[config.mk]
export PLATFORM = sky130hd
export DESIGN_NAME = pls_status_regs
export DESIGN_NICKNAME = d
export VERILOG_FILES = /design/src/pkg/pls_pkg.sv /design/src/core/pls_sticky.sv /design/src/core/pls_status_regs.sv
export SDC_FILE = /design/constraint.sdc
export NUM_CORES = 1
export LEC_CHECK = 0
export ABC_AREA = 1
export BUFFER_PORTS_ARGS = -buffer_cell sky130_fd_sc_hd__buf_2
export CORE_ASPECT_RATIO = 0.75
export CORE_MARGIN = 8
export CORE_UTILIZATION = 25
export DETAILED_ROUTE_END_ITERATION = 10
export PLACE_DENSITY_LB_ADDON = 0.15
export SLEW_MARGIN = 20
export SYNTH_ARGS = -nofsm -noshare
export SYNTH_HDL_FRONTEND = slang
export SYNTH_HIERARCHICAL = 1
export SYNTH_SLANG_ARGS = --single-unit
export TNS_END_PERCENT = 30
[constraint.sdc]
create_clock -name ref_clk -period 1.9 [get_ports ref_clk]
set_input_delay 0.285 -clock ref_clk [delete_from_list [all_inputs] [get_ports ref_clk]]
set_output_delay 0.285 -clock ref_clk [all_outputs]
set_load 0.02 [all_outputs]
[src/pkg/pls_pkg.sv]
// Behaviour
// - Latch fast link-drop cause in bits 8:4
// - Cause codes one-hot, five distinct modes
// - Bit 14 shows pair crossover state
// - Bit 13 latches rx error, clears 0x15
// - Bit 12 latches polarity, clears 0x1A
// - Bit 11 latches false carrier, clears 0x14
// - Bit 10 shows live signal detect
// - Bit 9 shows descrambler lock
// - Bit 8 page received, clears 0x06
// - Bit 7 interrupt pending, clears 0x12
// - Bit 6 remote fault, clears 0x01
// - Bit 5 jabber, status read keeps it
// - Bit 4 shows autonegotiation complete
// - Bit 3 shows MAC loopback enabled
// - Bit 2 shows full duplex
// - Bit 0 link status, status read keeps
package pls_pkg;

  // ----------------------------------------
  // Widths
  // ----------------------------------------
  localparam int ADDR_W = 5;
  localparam int DATA_W = 16;
  localparam int CAUSE_W = 5;
  localparam int STICKY_W = 7;

  // ----------------------------------------
  // Register offsets
  // ----------------------------------------
  localparam logic [4:0] OFS_BASIC_MODE_STATUS = 5'h01;
  localparam logic [4:0] OFS_ANEXP = 5'h06;
  localparam logic [4:0] OFS_CAUSE = 5'h0F;
  localparam logic [4:0] OFS_STATUS = 5'h10;
  localparam logic [4:0] OFS_IRQSRC = 5'h12;
  localparam logic [4:0] OFS_FCCNT = 5'h14;
  localparam logic [4:0] OFS_RXECNT = 5'h15;
  localparam logic [4:0] OFS_TENBT = 5'h1A;

  // ----------------------------------------
  // Field positions
  // ----------------------------------------
  localparam int CAUSE_LSB = 4;
  localparam int POS_SWAP = 14;
  localparam int POS_SIGDET = 10;
  localparam int POS_LOCK = 9;
  localparam int POS_ANDONE = 4;
  localparam int POS_LOOP = 3;
  localparam int POS_DUPLEX = 2;
  localparam int POS_SPEED = 1;
  localparam int POS_LINK = 0;

  // Sticky vector index and matching status bit
  localparam int SI_RXERR = 0;
  localparam int SI_POL = 1;
  localparam int SI_FCAR = 2;
  localparam int SI_PAGE = 3;
  localparam int SI_IRQ = 4;
  localparam int SI_RFLT = 5;
  localparam int SI_JAB = 6;
  localparam int POS_RXERR = 13;
  localparam int POS_POL = 12;
  localparam int POS_FCAR = 11;
  localparam int POS_PAGE = 8;
  localparam int POS_IRQ = 7;
  localparam int POS_RFLT = 6;
  localparam int POS_JAB = 5;

  // ----------------------------------------
  // Cause codes, one-hot
  // ----------------------------------------
  localparam logic [4:0] CAUSE_ENERGY = 5'h01;
  localparam logic [4:0] CAUSE_SNR = 5'h02;
  localparam logic [4:0] CAUSE_MLT3 = 5'h04;
  localparam logic [4:0] CAUSE_RXERR = 5'h08;
  localparam logic [4:0] CAUSE_DESCR = 5'h10;

  // ----------------------------------------
  // Reset values
  // ----------------------------------------
  localparam logic [15:0] RST_STATUS = 16'h0000;
  localparam logic [4:0] RST_CAUSE = 5'h00;
  localparam logic [6:0] RST_STICKY = 7'h00;

endpackage : pls_pkg

[src/core/pls_sticky.sv]
`timescale 1ns/1ps
// ----------------------------------------
// Bank of set-dominant sticky flags
// ----------------------------------------
module pls_sticky #(
  parameter int W = 7
) (
  input wire logic clk,
  input wire logic rst_n,
  input wire logic ce,
  input wire logic [W-1:0] set,
  input wire logic [W-1:0] clr,
  output logic [W-1:0] q
);

  // Flag storage
  logic [W-1:0] flag_r;
  // Next flag value
  logic [W-1:0] flag_nxt;

  // Set beats a clear in the same cycle
  always_comb begin
    flag_nxt = (flag_r & ~clr) | set;
  end

  // Flags held while clock enable is low
  always_ff @(posedge clk or negedge rst_n) begin
    if (!rst_n) begin
      flag_r <= '0;
    end else if (ce) begin
      flag_r <= flag_nxt;
    end
  end

  assign q = flag_r;

endmodule : pls_sticky

[src/core/pls_status_regs.sv]
`timescale 1ns/1ps
// ----------------------------------------
// Link drop cause and PHY status registers
// ----------------------------------------
module pls_status_regs (
  // Core clock
  input wire logic ref_clk,
  // Asynchronous reset
  input wire logic rst_n,
  // Clock enable
  input wire logic ce,
  // Management read strobe
  input wire logic reg_rd_stb,
  // Management register address
  input wire logic [4:0] reg_addr,
  // Read data, registered
  output logic [15:0] reg_rd_data,
  // Read data valid pulse
  output logic reg_rd_valid,
  // Address was one of ours
  output logic reg_rd_hit,
  // Fast link-drop mode enables
  input wire logic [4:0] fld_enable,
  // Fast link-drop mode triggers
  input wire logic [4:0] fld_trigger,
  // Link dropped by a fast mode
  output logic link_drop,
  // Pair crossover active
  input wire logic pair_swap_state,
  // Receive error event pulse
  input wire logic rx_err_evt,
  // Inverted polarity seen
  input wire logic polarity_inv,
  // False carrier event pulse
  input wire logic false_carrier_evt,
  // Unconditional signal detect
  input wire logic signal_detect,
  // Descrambler locked
  input wire logic descr_lock,
  // New page received pulse
  input wire logic page_rcvd_evt,
  // Internal interrupt raised
  input wire logic irq_pending_evt,
  // Remote fault from partner
  input wire logic remote_fault_evt,
  // Jabber seen at 10 Mbps
  input wire logic jabber_evt,
  // Autonegotiation complete
  input wire logic autoneg_done,
  // MAC loopback enabled
  input wire logic mac_loopback,
  // Resolved full duplex
  input wire logic full_duplex,
  // Running at 10 Mbps
  input wire logic speed_10,
  // Live link valid
  input wire logic link_up,
  // Status word view, registered
  output logic [15:0] phy_status
);

  // ----------------------------------------
  // Helper functions
  // ----------------------------------------

  // Read of a given register this cycle
  function automatic logic rd_of(
    input logic stb,
    input logic [4:0] addr,
    input logic [4:0] ofs
  );
    rd_of = stb && (addr == ofs);
  endfunction : rd_of

  // Keep lowest set bit so result stays one-hot
  function automatic logic [4:0] pick_one(
    input logic [4:0] v
  );
    pick_one = v & (~v + 5'h01);
  endfunction : pick_one

  // ----------------------------------------
  // Reset synchroniser
  // ----------------------------------------

  // First reset stage
  logic rst_s1_r;
  // Second reset stage, used by all logic
  logic rst_s2_r;

  // Release is synchronous, assert is not
  always_ff @(posedge ref_clk or negedge rst_n) begin
    if (!rst_n) begin
      rst_s1_r <= 1'b0;
      rst_s2_r <= 1'b0;
    end else begin
      rst_s1_r <= 1'b1;
      rst_s2_r <= rst_s1_r;
    end
  end

  // Internal reset, active low
  logic rst_int_n;
  assign rst_int_n = rst_s2_r;

  // ----------------------------------------
  // Read decode
  // ----------------------------------------

  // Clear strobes from reads of other registers
  logic rd_basic_mode_status;
  logic rd_anexp;
  logic rd_irqsrc;
  logic rd_fccnt;
  logic rd_rxecnt;
  logic rd_tenbt;
  // Reads of our own two registers
  logic rd_cause;
  logic rd_status;

  // Strobes only count while enabled
  always_comb begin
    rd_basic_mode_status = rd_of(reg_rd_stb & ce, reg_addr, pls_pkg::OFS_BASIC_MODE_STATUS);
    rd_anexp = rd_of(reg_rd_stb & ce, reg_addr, pls_pkg::OFS_ANEXP);
    rd_irqsrc = rd_of(reg_rd_stb & ce, reg_addr, pls_pkg::OFS_IRQSRC);
    rd_fccnt = rd_of(reg_rd_stb & ce, reg_addr, pls_pkg::OFS_FCCNT);
    rd_rxecnt = rd_of(reg_rd_stb & ce, reg_addr, pls_pkg::OFS_RXECNT);
    rd_tenbt = rd_of(reg_rd_stb & ce, reg_addr, pls_pkg::OFS_TENBT);
    rd_cause = rd_of(reg_rd_stb & ce, reg_addr, pls_pkg::OFS_CAUSE);
    rd_status = rd_of(reg_rd_stb & ce, reg_addr, pls_pkg::OFS_STATUS);
  end

  // ----------------------------------------
  // Fast link-drop cause
  // ----------------------------------------

  // Enabled modes that fired this cycle
  logic [4:0] fld_hit;
  // Cause field storage
  logic [4:0] cause_r;
  // Cause field next value
  logic [4:0] cause_nxt;
  // Link drop pulse register
  logic link_drop_r;

  // Only enabled modes may record a cause
  always_comb begin
    fld_hit = fld_enable & fld_trigger;
  end

  // Hold cause; own read clears, new drop wins
  always_comb begin
    cause_nxt = cause_r;
    if (fld_hit != 5'h00) begin
      // Single cause even if several fire
      cause_nxt = pick_one(fld_hit);
    end else if (rd_cause) begin
      // Cleared once software has seen it
      cause_nxt = pls_pkg::RST_CAUSE;
    end
  end

  // Cause register
  always_ff @(posedge ref_clk or negedge rst_int_n) begin
    if (!rst_int_n) begin
      cause_r <= pls_pkg::RST_CAUSE;
    end else if (ce) begin
      cause_r <= cause_nxt;
    end
  end

  // One-cycle notice that the link was forced down
  always_ff @(posedge ref_clk or negedge rst_int_n) begin
    if (!rst_int_n) begin
      link_drop_r <= 1'b0;
    end else if (ce) begin
      link_drop_r <= (fld_hit != 5'h00);
    end
  end

  // ----------------------------------------
  // Latched event bits
  // ----------------------------------------

  // Set terms, one per sticky flag
  logic [6:0] stk_set;
  // Clear terms, one per sticky flag
  logic [6:0] stk_clr;
  // Sticky flag values
  logic [6:0] stk_q;

  // Event sources
  always_comb begin
    stk_set = '0;
    stk_set[pls_pkg::SI_RXERR] = rx_err_evt;
    stk_set[pls_pkg::SI_POL] = polarity_inv;
    stk_set[pls_pkg::SI_FCAR] = false_carrier_evt;
    stk_set[pls_pkg::SI_PAGE] = page_rcvd_evt;
    stk_set[pls_pkg::SI_IRQ] = irq_pending_evt;
    stk_set[pls_pkg::SI_RFLT] = remote_fault_evt;
    stk_set[pls_pkg::SI_JAB] = jabber_evt;
  end

  // Clears come only from reads of other registers
  always_comb begin
    stk_clr = '0;
    stk_clr[pls_pkg::SI_RXERR] = rd_rxecnt;
    stk_clr[pls_pkg::SI_POL] = rd_tenbt;
    stk_clr[pls_pkg::SI_FCAR] = rd_fccnt;
    stk_clr[pls_pkg::SI_PAGE] = rd_anexp;
    stk_clr[pls_pkg::SI_IRQ] = rd_irqsrc;
    stk_clr[pls_pkg::SI_RFLT] = rd_basic_mode_status;
    stk_clr[pls_pkg::SI_JAB] = rd_basic_mode_status;
  end

  // Set-dominant flag bank
  pls_sticky #(
    .W(pls_pkg::STICKY_W)
  ) u_sticky (
    .clk(ref_clk),
    .rst_n(rst_int_n),
    .ce(ce),
    .set(stk_set),
    .clr(stk_clr),
    .q(stk_q)
  );

  // ----------------------------------------
  // Link status, latched low
  // ----------------------------------------

  // Latched link bit
  logic link_r;
  // Latched link next value
  logic link_nxt;

  // Drop sticks until the basic status read
  always_comb begin
    if (rd_basic_mode_status) begin
      // Read reloads from the live line
      link_nxt = link_up;
    end else begin
      // Any loss pulls it low and keeps it there
      link_nxt = link_r & link_up;
    end
  end

  // Status reads never touch this bit
  always_ff @(posedge ref_clk or negedge rst_int_n) begin
    if (!rst_int_n) begin
      link_r <= 1'b0;
    end else if (ce) begin
      link_r <= link_nxt;
    end
  end

  // ----------------------------------------
  // Status word assembly
  // ----------------------------------------

  // Current status word
  logic [15:0] sts_word;

  // Reserved bits left at zero
  always_comb begin
    sts_word = pls_pkg::RST_STATUS;
    sts_word[pls_pkg::POS_SWAP] = pair_swap_state;
    sts_word[pls_pkg::POS_RXERR] = stk_q[pls_pkg::SI_RXERR];
    sts_word[pls_pkg::POS_POL] = stk_q[pls_pkg::SI_POL];
    sts_word[pls_pkg::POS_FCAR] = stk_q[pls_pkg::SI_FCAR];
    sts_word[pls_pkg::POS_SIGDET] = signal_detect;
    sts_word[pls_pkg::POS_LOCK] = descr_lock;
    sts_word[pls_pkg::POS_PAGE] = stk_q[pls_pkg::SI_PAGE];
    sts_word[pls_pkg::POS_IRQ] = stk_q[pls_pkg::SI_IRQ];
    sts_word[pls_pkg::POS_RFLT] = stk_q[pls_pkg::SI_RFLT];
    sts_word[pls_pkg::POS_JAB] = stk_q[pls_pkg::SI_JAB];
    sts_word[pls_pkg::POS_ANDONE] = autoneg_done;
    sts_word[pls_pkg::POS_LOOP] = mac_loopback;
    sts_word[pls_pkg::POS_DUPLEX] = full_duplex;
    sts_word[pls_pkg::POS_SPEED] = speed_10;
    sts_word[pls_pkg::POS_LINK] = link_r;
  end

  // Cause register image, reserved bits zero
  logic [15:0] cause_word;
  always_comb begin
    cause_word = 16'h0000;
    cause_word[pls_pkg::CAUSE_LSB +: pls_pkg::CAUSE_W] = cause_r;
  end

  // ----------------------------------------
  // Read port
  // ----------------------------------------

  // Read data register
  logic [15:0] rd_data_r;
  // Read valid register
  logic rd_valid_r;
  // Address hit register
  logic rd_hit_r;
  // Status view register
  logic [15:0] sts_view_r;

  // Capture before any clear of the same cycle lands
  always_ff @(posedge ref_clk or negedge rst_int_n) begin
    if (!rst_int_n) begin
      rd_data_r <= 16'h0000;
      rd_hit_r <= 1'b0;
    end else if (ce && reg_rd_stb) begin
      if (rd_status) begin
        // Status read has no side effect
        rd_data_r <= sts_word;
        rd_hit_r <= 1'b1;
      end else if (rd_cause) begin
        // Cause field in bits 8:4
        rd_data_r <= cause_word;
        rd_hit_r <= 1'b1;
      end else begin
        // Other addresses answer zero
        rd_data_r <= 16'h0000;
        rd_hit_r <= 1'b0;
      end
    end
  end

  // One pulse per accepted read
  always_ff @(posedge ref_clk or negedge rst_int_n) begin
    if (!rst_int_n) begin
      rd_valid_r <= 1'b0;
    end else if (ce) begin
      rd_valid_r <= reg_rd_stb;
    end
  end

  // Free-running copy of the status word
  always_ff @(posedge ref_clk or negedge rst_int_n) begin
    if (!rst_int_n) begin
      sts_view_r <= pls_pkg::RST_STATUS;
    end else if (ce) begin
      sts_view_r <= sts_word;
    end
  end

  // ----------------------------------------
  // Outputs
  // ----------------------------------------
  assign reg_rd_data = rd_data_r;
  assign reg_rd_valid = rd_valid_r;
  assign reg_rd_hit = rd_hit_r;
  assign link_drop = link_drop_r;
  assign phy_status = sts_view_r;

endmodule : pls_status_regs

==> flow_metrics.py <==
metrics = {
    "status": {
        "status": "completed",
    },
    "hold_path": {
        "hold_path.class": "input port to flop",
        "min-delay-start": "irq_pending_evt",
        "whs_path_depth": 3,
        "whs_endpoint": "u_sticky/q[4]$_DFFE_PN0P_",
    },
    "worst_setup_path": {
        "required_ps": 1620,
        "cp_data_arrival_time_ps": 850,
        "crit_path_max_incr_delay_ps": 400,
        "r2r_start": "u_sticky/q[5]$_DFFE_PN0P_",
        "endpoint_kind": "output pin",
        "cp_cell_sequence": "buf_2",
        "slowest_stage": "dfrtp_1",
        "cp_num_cells": 1,
        "start_kind": "flop",
        "crit_type": "flop to output pin",
        "path_buf_inv": 1,
        "path_delay_family": "flip-flops",
        "r2r-end": "phy_status[6]$_DFFE_PN0P_",
        "cp_max_fo": 2,
        "r2r_slack_ps": 1110,
        "worst_r2r_path_depth": 1,
    },
    "route": {
        "dr.first_iter.drc_count": 76,
        "dr.pass1.iters": 4,
        "num_vias": 1688,
        "routedWlPerCell_um": 13.16,
        "drc": 0,
        "ant_nets": 0,
        "vias_per_cell": 4.127,
        "drt-total-wl_um": 5384,
    },
    "yosys": {
        "synth.largest_area_cell": "dfrtp_1",
        "yosysMostFrequentCell": "nand2_1",
        "yosysSeqAreaShare": 0.5691,
        "synthTopCellsByArea": "dfrtp_1, nand2_1, nand3_1",
        "yosysUniqueCellTypes": 22,
        "postSynth.asyncResetShare": 1.000,
        "ys_ff_latch": 48,
        "yosys.area_share.adder": 0,
        "synth-main-ff-cell": "dfrtp_1",
        "synth_edf_count": 0,
        "yosysWarnings": 6,
        "synthXorXnorAreaFrac": 0,
        "avgSynthCellArea_um2": 9.138,
        "syn-cell-area_um2": 2111,
        "yosys-top-cells-count": "nand2_1, dfrtp_1, inv_1, nand3_1, nor2_1",
        "synth_compound_area_frac": 0.07172,
        "synth_top_area_frac": 0.5691,
        "syn-instance-count": 231,
        "yosys.area_share.simple": 0.2573,
        "synth_top_family_by_area": "simple AND/OR/NAND/NOR gates",
        "synthMuxAreaShare": 0.02667,
    },
    "cells_and_area": {
        "seq_area_um2": 1202,
        "final_cells": 409,
        "multiInputGateArea_um2": 762.0,
        "antennaDiodeCount": 0,
        "nets": 334,
        "syn_to_final_growth_pct": 28.22,
        "drive_above_1_share": 0.3322,
        "fill_cells": 911,
        "utilization": 0.3243,
    },
    "clock_network": {
        "cts_tree": "done",
        "worstSkewPairLatency_ps": 280,
        "numCtsBuffers": 5,
        "cts.path.max_buffers": 2,
        "cts_sinks": 48,
        "cts_htree_levels": 2,
        "cts.root.buffer_cell": "clkbuf_16",
        "cts_resized": 0,
        "clkTransAtPathRegs_ps": 60,
    },
    "sta": {
        "fin_crit_sh": 0.5991,
        "rsz0062_at_grt": "false",
        "finalSetupTns_ps": 0,
        "setup_viol": 0,
        "slew_viol_final": 0,
        "holdWs_ps": 199.3,
        "layout_min_cycle_time_ps": 1138,
        "fmax_mhz": 878.5,
        "hold_viol": 0,
        "fin_skew_ps": 2.715,
    },
    "floorplanning": {
        "die_area_um2": 11670,
        "core_area_um2": 8346,
        "dieWidth_um": 122.1,
        "ios": 69,
        "initial_core_util": 0.2529,
        "die_y_um": 95.58,
        "row_count": 29,
    },
    "global_routing": {
        "grt_pass1_wl_um": 8797,
        "grt-ovfl-total": 0,
        "grt_pass1_vias": 1752,
        "antenna_found_initial": 0,
        "grtUsageTotal": 0.09537,
        "grt_max_degree": 49,
    },
    "power": {
        "ir_worst_vdd_uv": 328.6,
        "power_frac_comb": 0.114,
        "switchingPower_w": 0.0005509,
        "power_density_nw_per_um2": 821.6,
        "swShare": 0.2478,
        "pwr-share-seq": 0.490,
        "p_int_w": 0.001673,
        "p_clk_frac": 0.395,
        "leakage_nw": 1.420,
    },
    "placed_design": {
        "gp_congestion": 0.7166,
        "place.detailed.hpwl_um": 4015,
        "port_buffers": 66,
        "placedCellCount": 400,
    },
    "job": {
        "maxCapViolations": 0,
    },
}
-- placed cells by master (no fill, tap or decap), types with 2 or more instances in the layout --
cell	synthesis	final
buf_2	4	66
nor4_1	2	2
nand2_4	2	2
nand3_1	18	18
nor3_1	4	4
a21oi_1	10	10
o21ai_0	3	3
clkbuf_16	0	5
inv_1	21	21
nor2_4	2	2
nor2_1	18	18
mux2_2	5	5
nand2_1	73	73
dfrtp_1	48	47
conb_1	2	3
clkinv_2	0	2
o21ai_2	9	9
buf_4	2	2
-- per-stage QoR --
stage                     setup WS (ps)  area [µm²]  total power [W]
after CTS                         755.3        2706         0.002268
after global placement            462.9        2547         0.001367
after floorplan                   465.1        2115         0.001263
after global routing              645.8        2706         0.002346
final                             761.6        2706         0.002223
after detailed placement          463.6        2547         0.001368
-- area by class of cell --
class / count / share of cell area
clock inverter: 2 / 0.003699
inverter: 22 / 0.03051
multi-input combinational: 153 / 0.2816
tap: 108 / 0.04993
sequential: 48 / 0.4443
clock buffer: 6 / 0.05132
timing repair buffer: 70 / 0.1387
-- state kept, by name (all words and copies together), names as in the netlist --
register      count
cause_r           5
reg_rd_hit        1
rst_s1_r          1
u_sticky/q        7
phy_status       15
rst_int_n         1
reg_rd_valid      1
link_drop         1
link_r            1
reg_rd_data      15
-- kinds of logic (layout without fill, tap and decap cells) --
| family | Yosys count | in the layout |
|---|---|---|
| AOI/OAI and AO/OA | 23 | 23 |
| buffers and inverters | 31 | 100 |
| other | 2 | 3 |
| DFF | 48 | 48 |
| muxes | 5 | 5 |
| and+or+nand+nor | 122 | 122 |
-- power groups by stage --
stage | combinational (W) | clock [W] | sequential (W)
2_1_floorplan | 0.000108 | 0 | 0.00116
3_3_place_gp | 0.000257 | 0 | 0.00111
3_5_place_dp | 0.000259 | 0 | 0.00111
4_1_cts | 0.000261 | 0.000916 | 0.00109
5_1_grt | 0.000285 | 0.000965 | 0.00110
6_report | 0.000254 | 0.000879 | 0.00109
-- worst max path at each step --
stage	startpoint	to	slack, ps
floorplan	rst_int_n$_DFF_PN0_	cause_r[0]$_DFFE_PN0P_	470
global placement	ce	cause_r[4]$_DFFE_PN0P_	460
detailed placement	ce	cause_r[1]$_DFFE_PN0P_	460
CTS	reg_rd_data[0]$_DFFE_PN0P_	reg_rd_data[0]	760
global route	ce	cause_r[0]$_DFFE_PN0P_	650
finish	reg_rd_data[1]$_DFFE_PN0P_	reg_rd_data[1]	760
-- repair_timing --
action / 4_1_cts / 5_1_grt
hold buffers: 1 / 0
setup buffers: 0 / 0
endpoints found under the hold margin: 2 / 0
-- metal layers --
| layer | vias up | share of wire | track usage |
|---|---|---|---|
| li1 | 860 | - | - |
| met1 | 773 | 0.52 | 0.1331 |
| met2 | 50 | 0.39 | 0.1357 |
| met3 | 5 | 0.082 | 0.03491 |
| met4 | 0 | 0.0067 | 0.02427 |
| met5 | - | 0 | 0 |
Note: power is estimated with default switching activity, not from simulation.
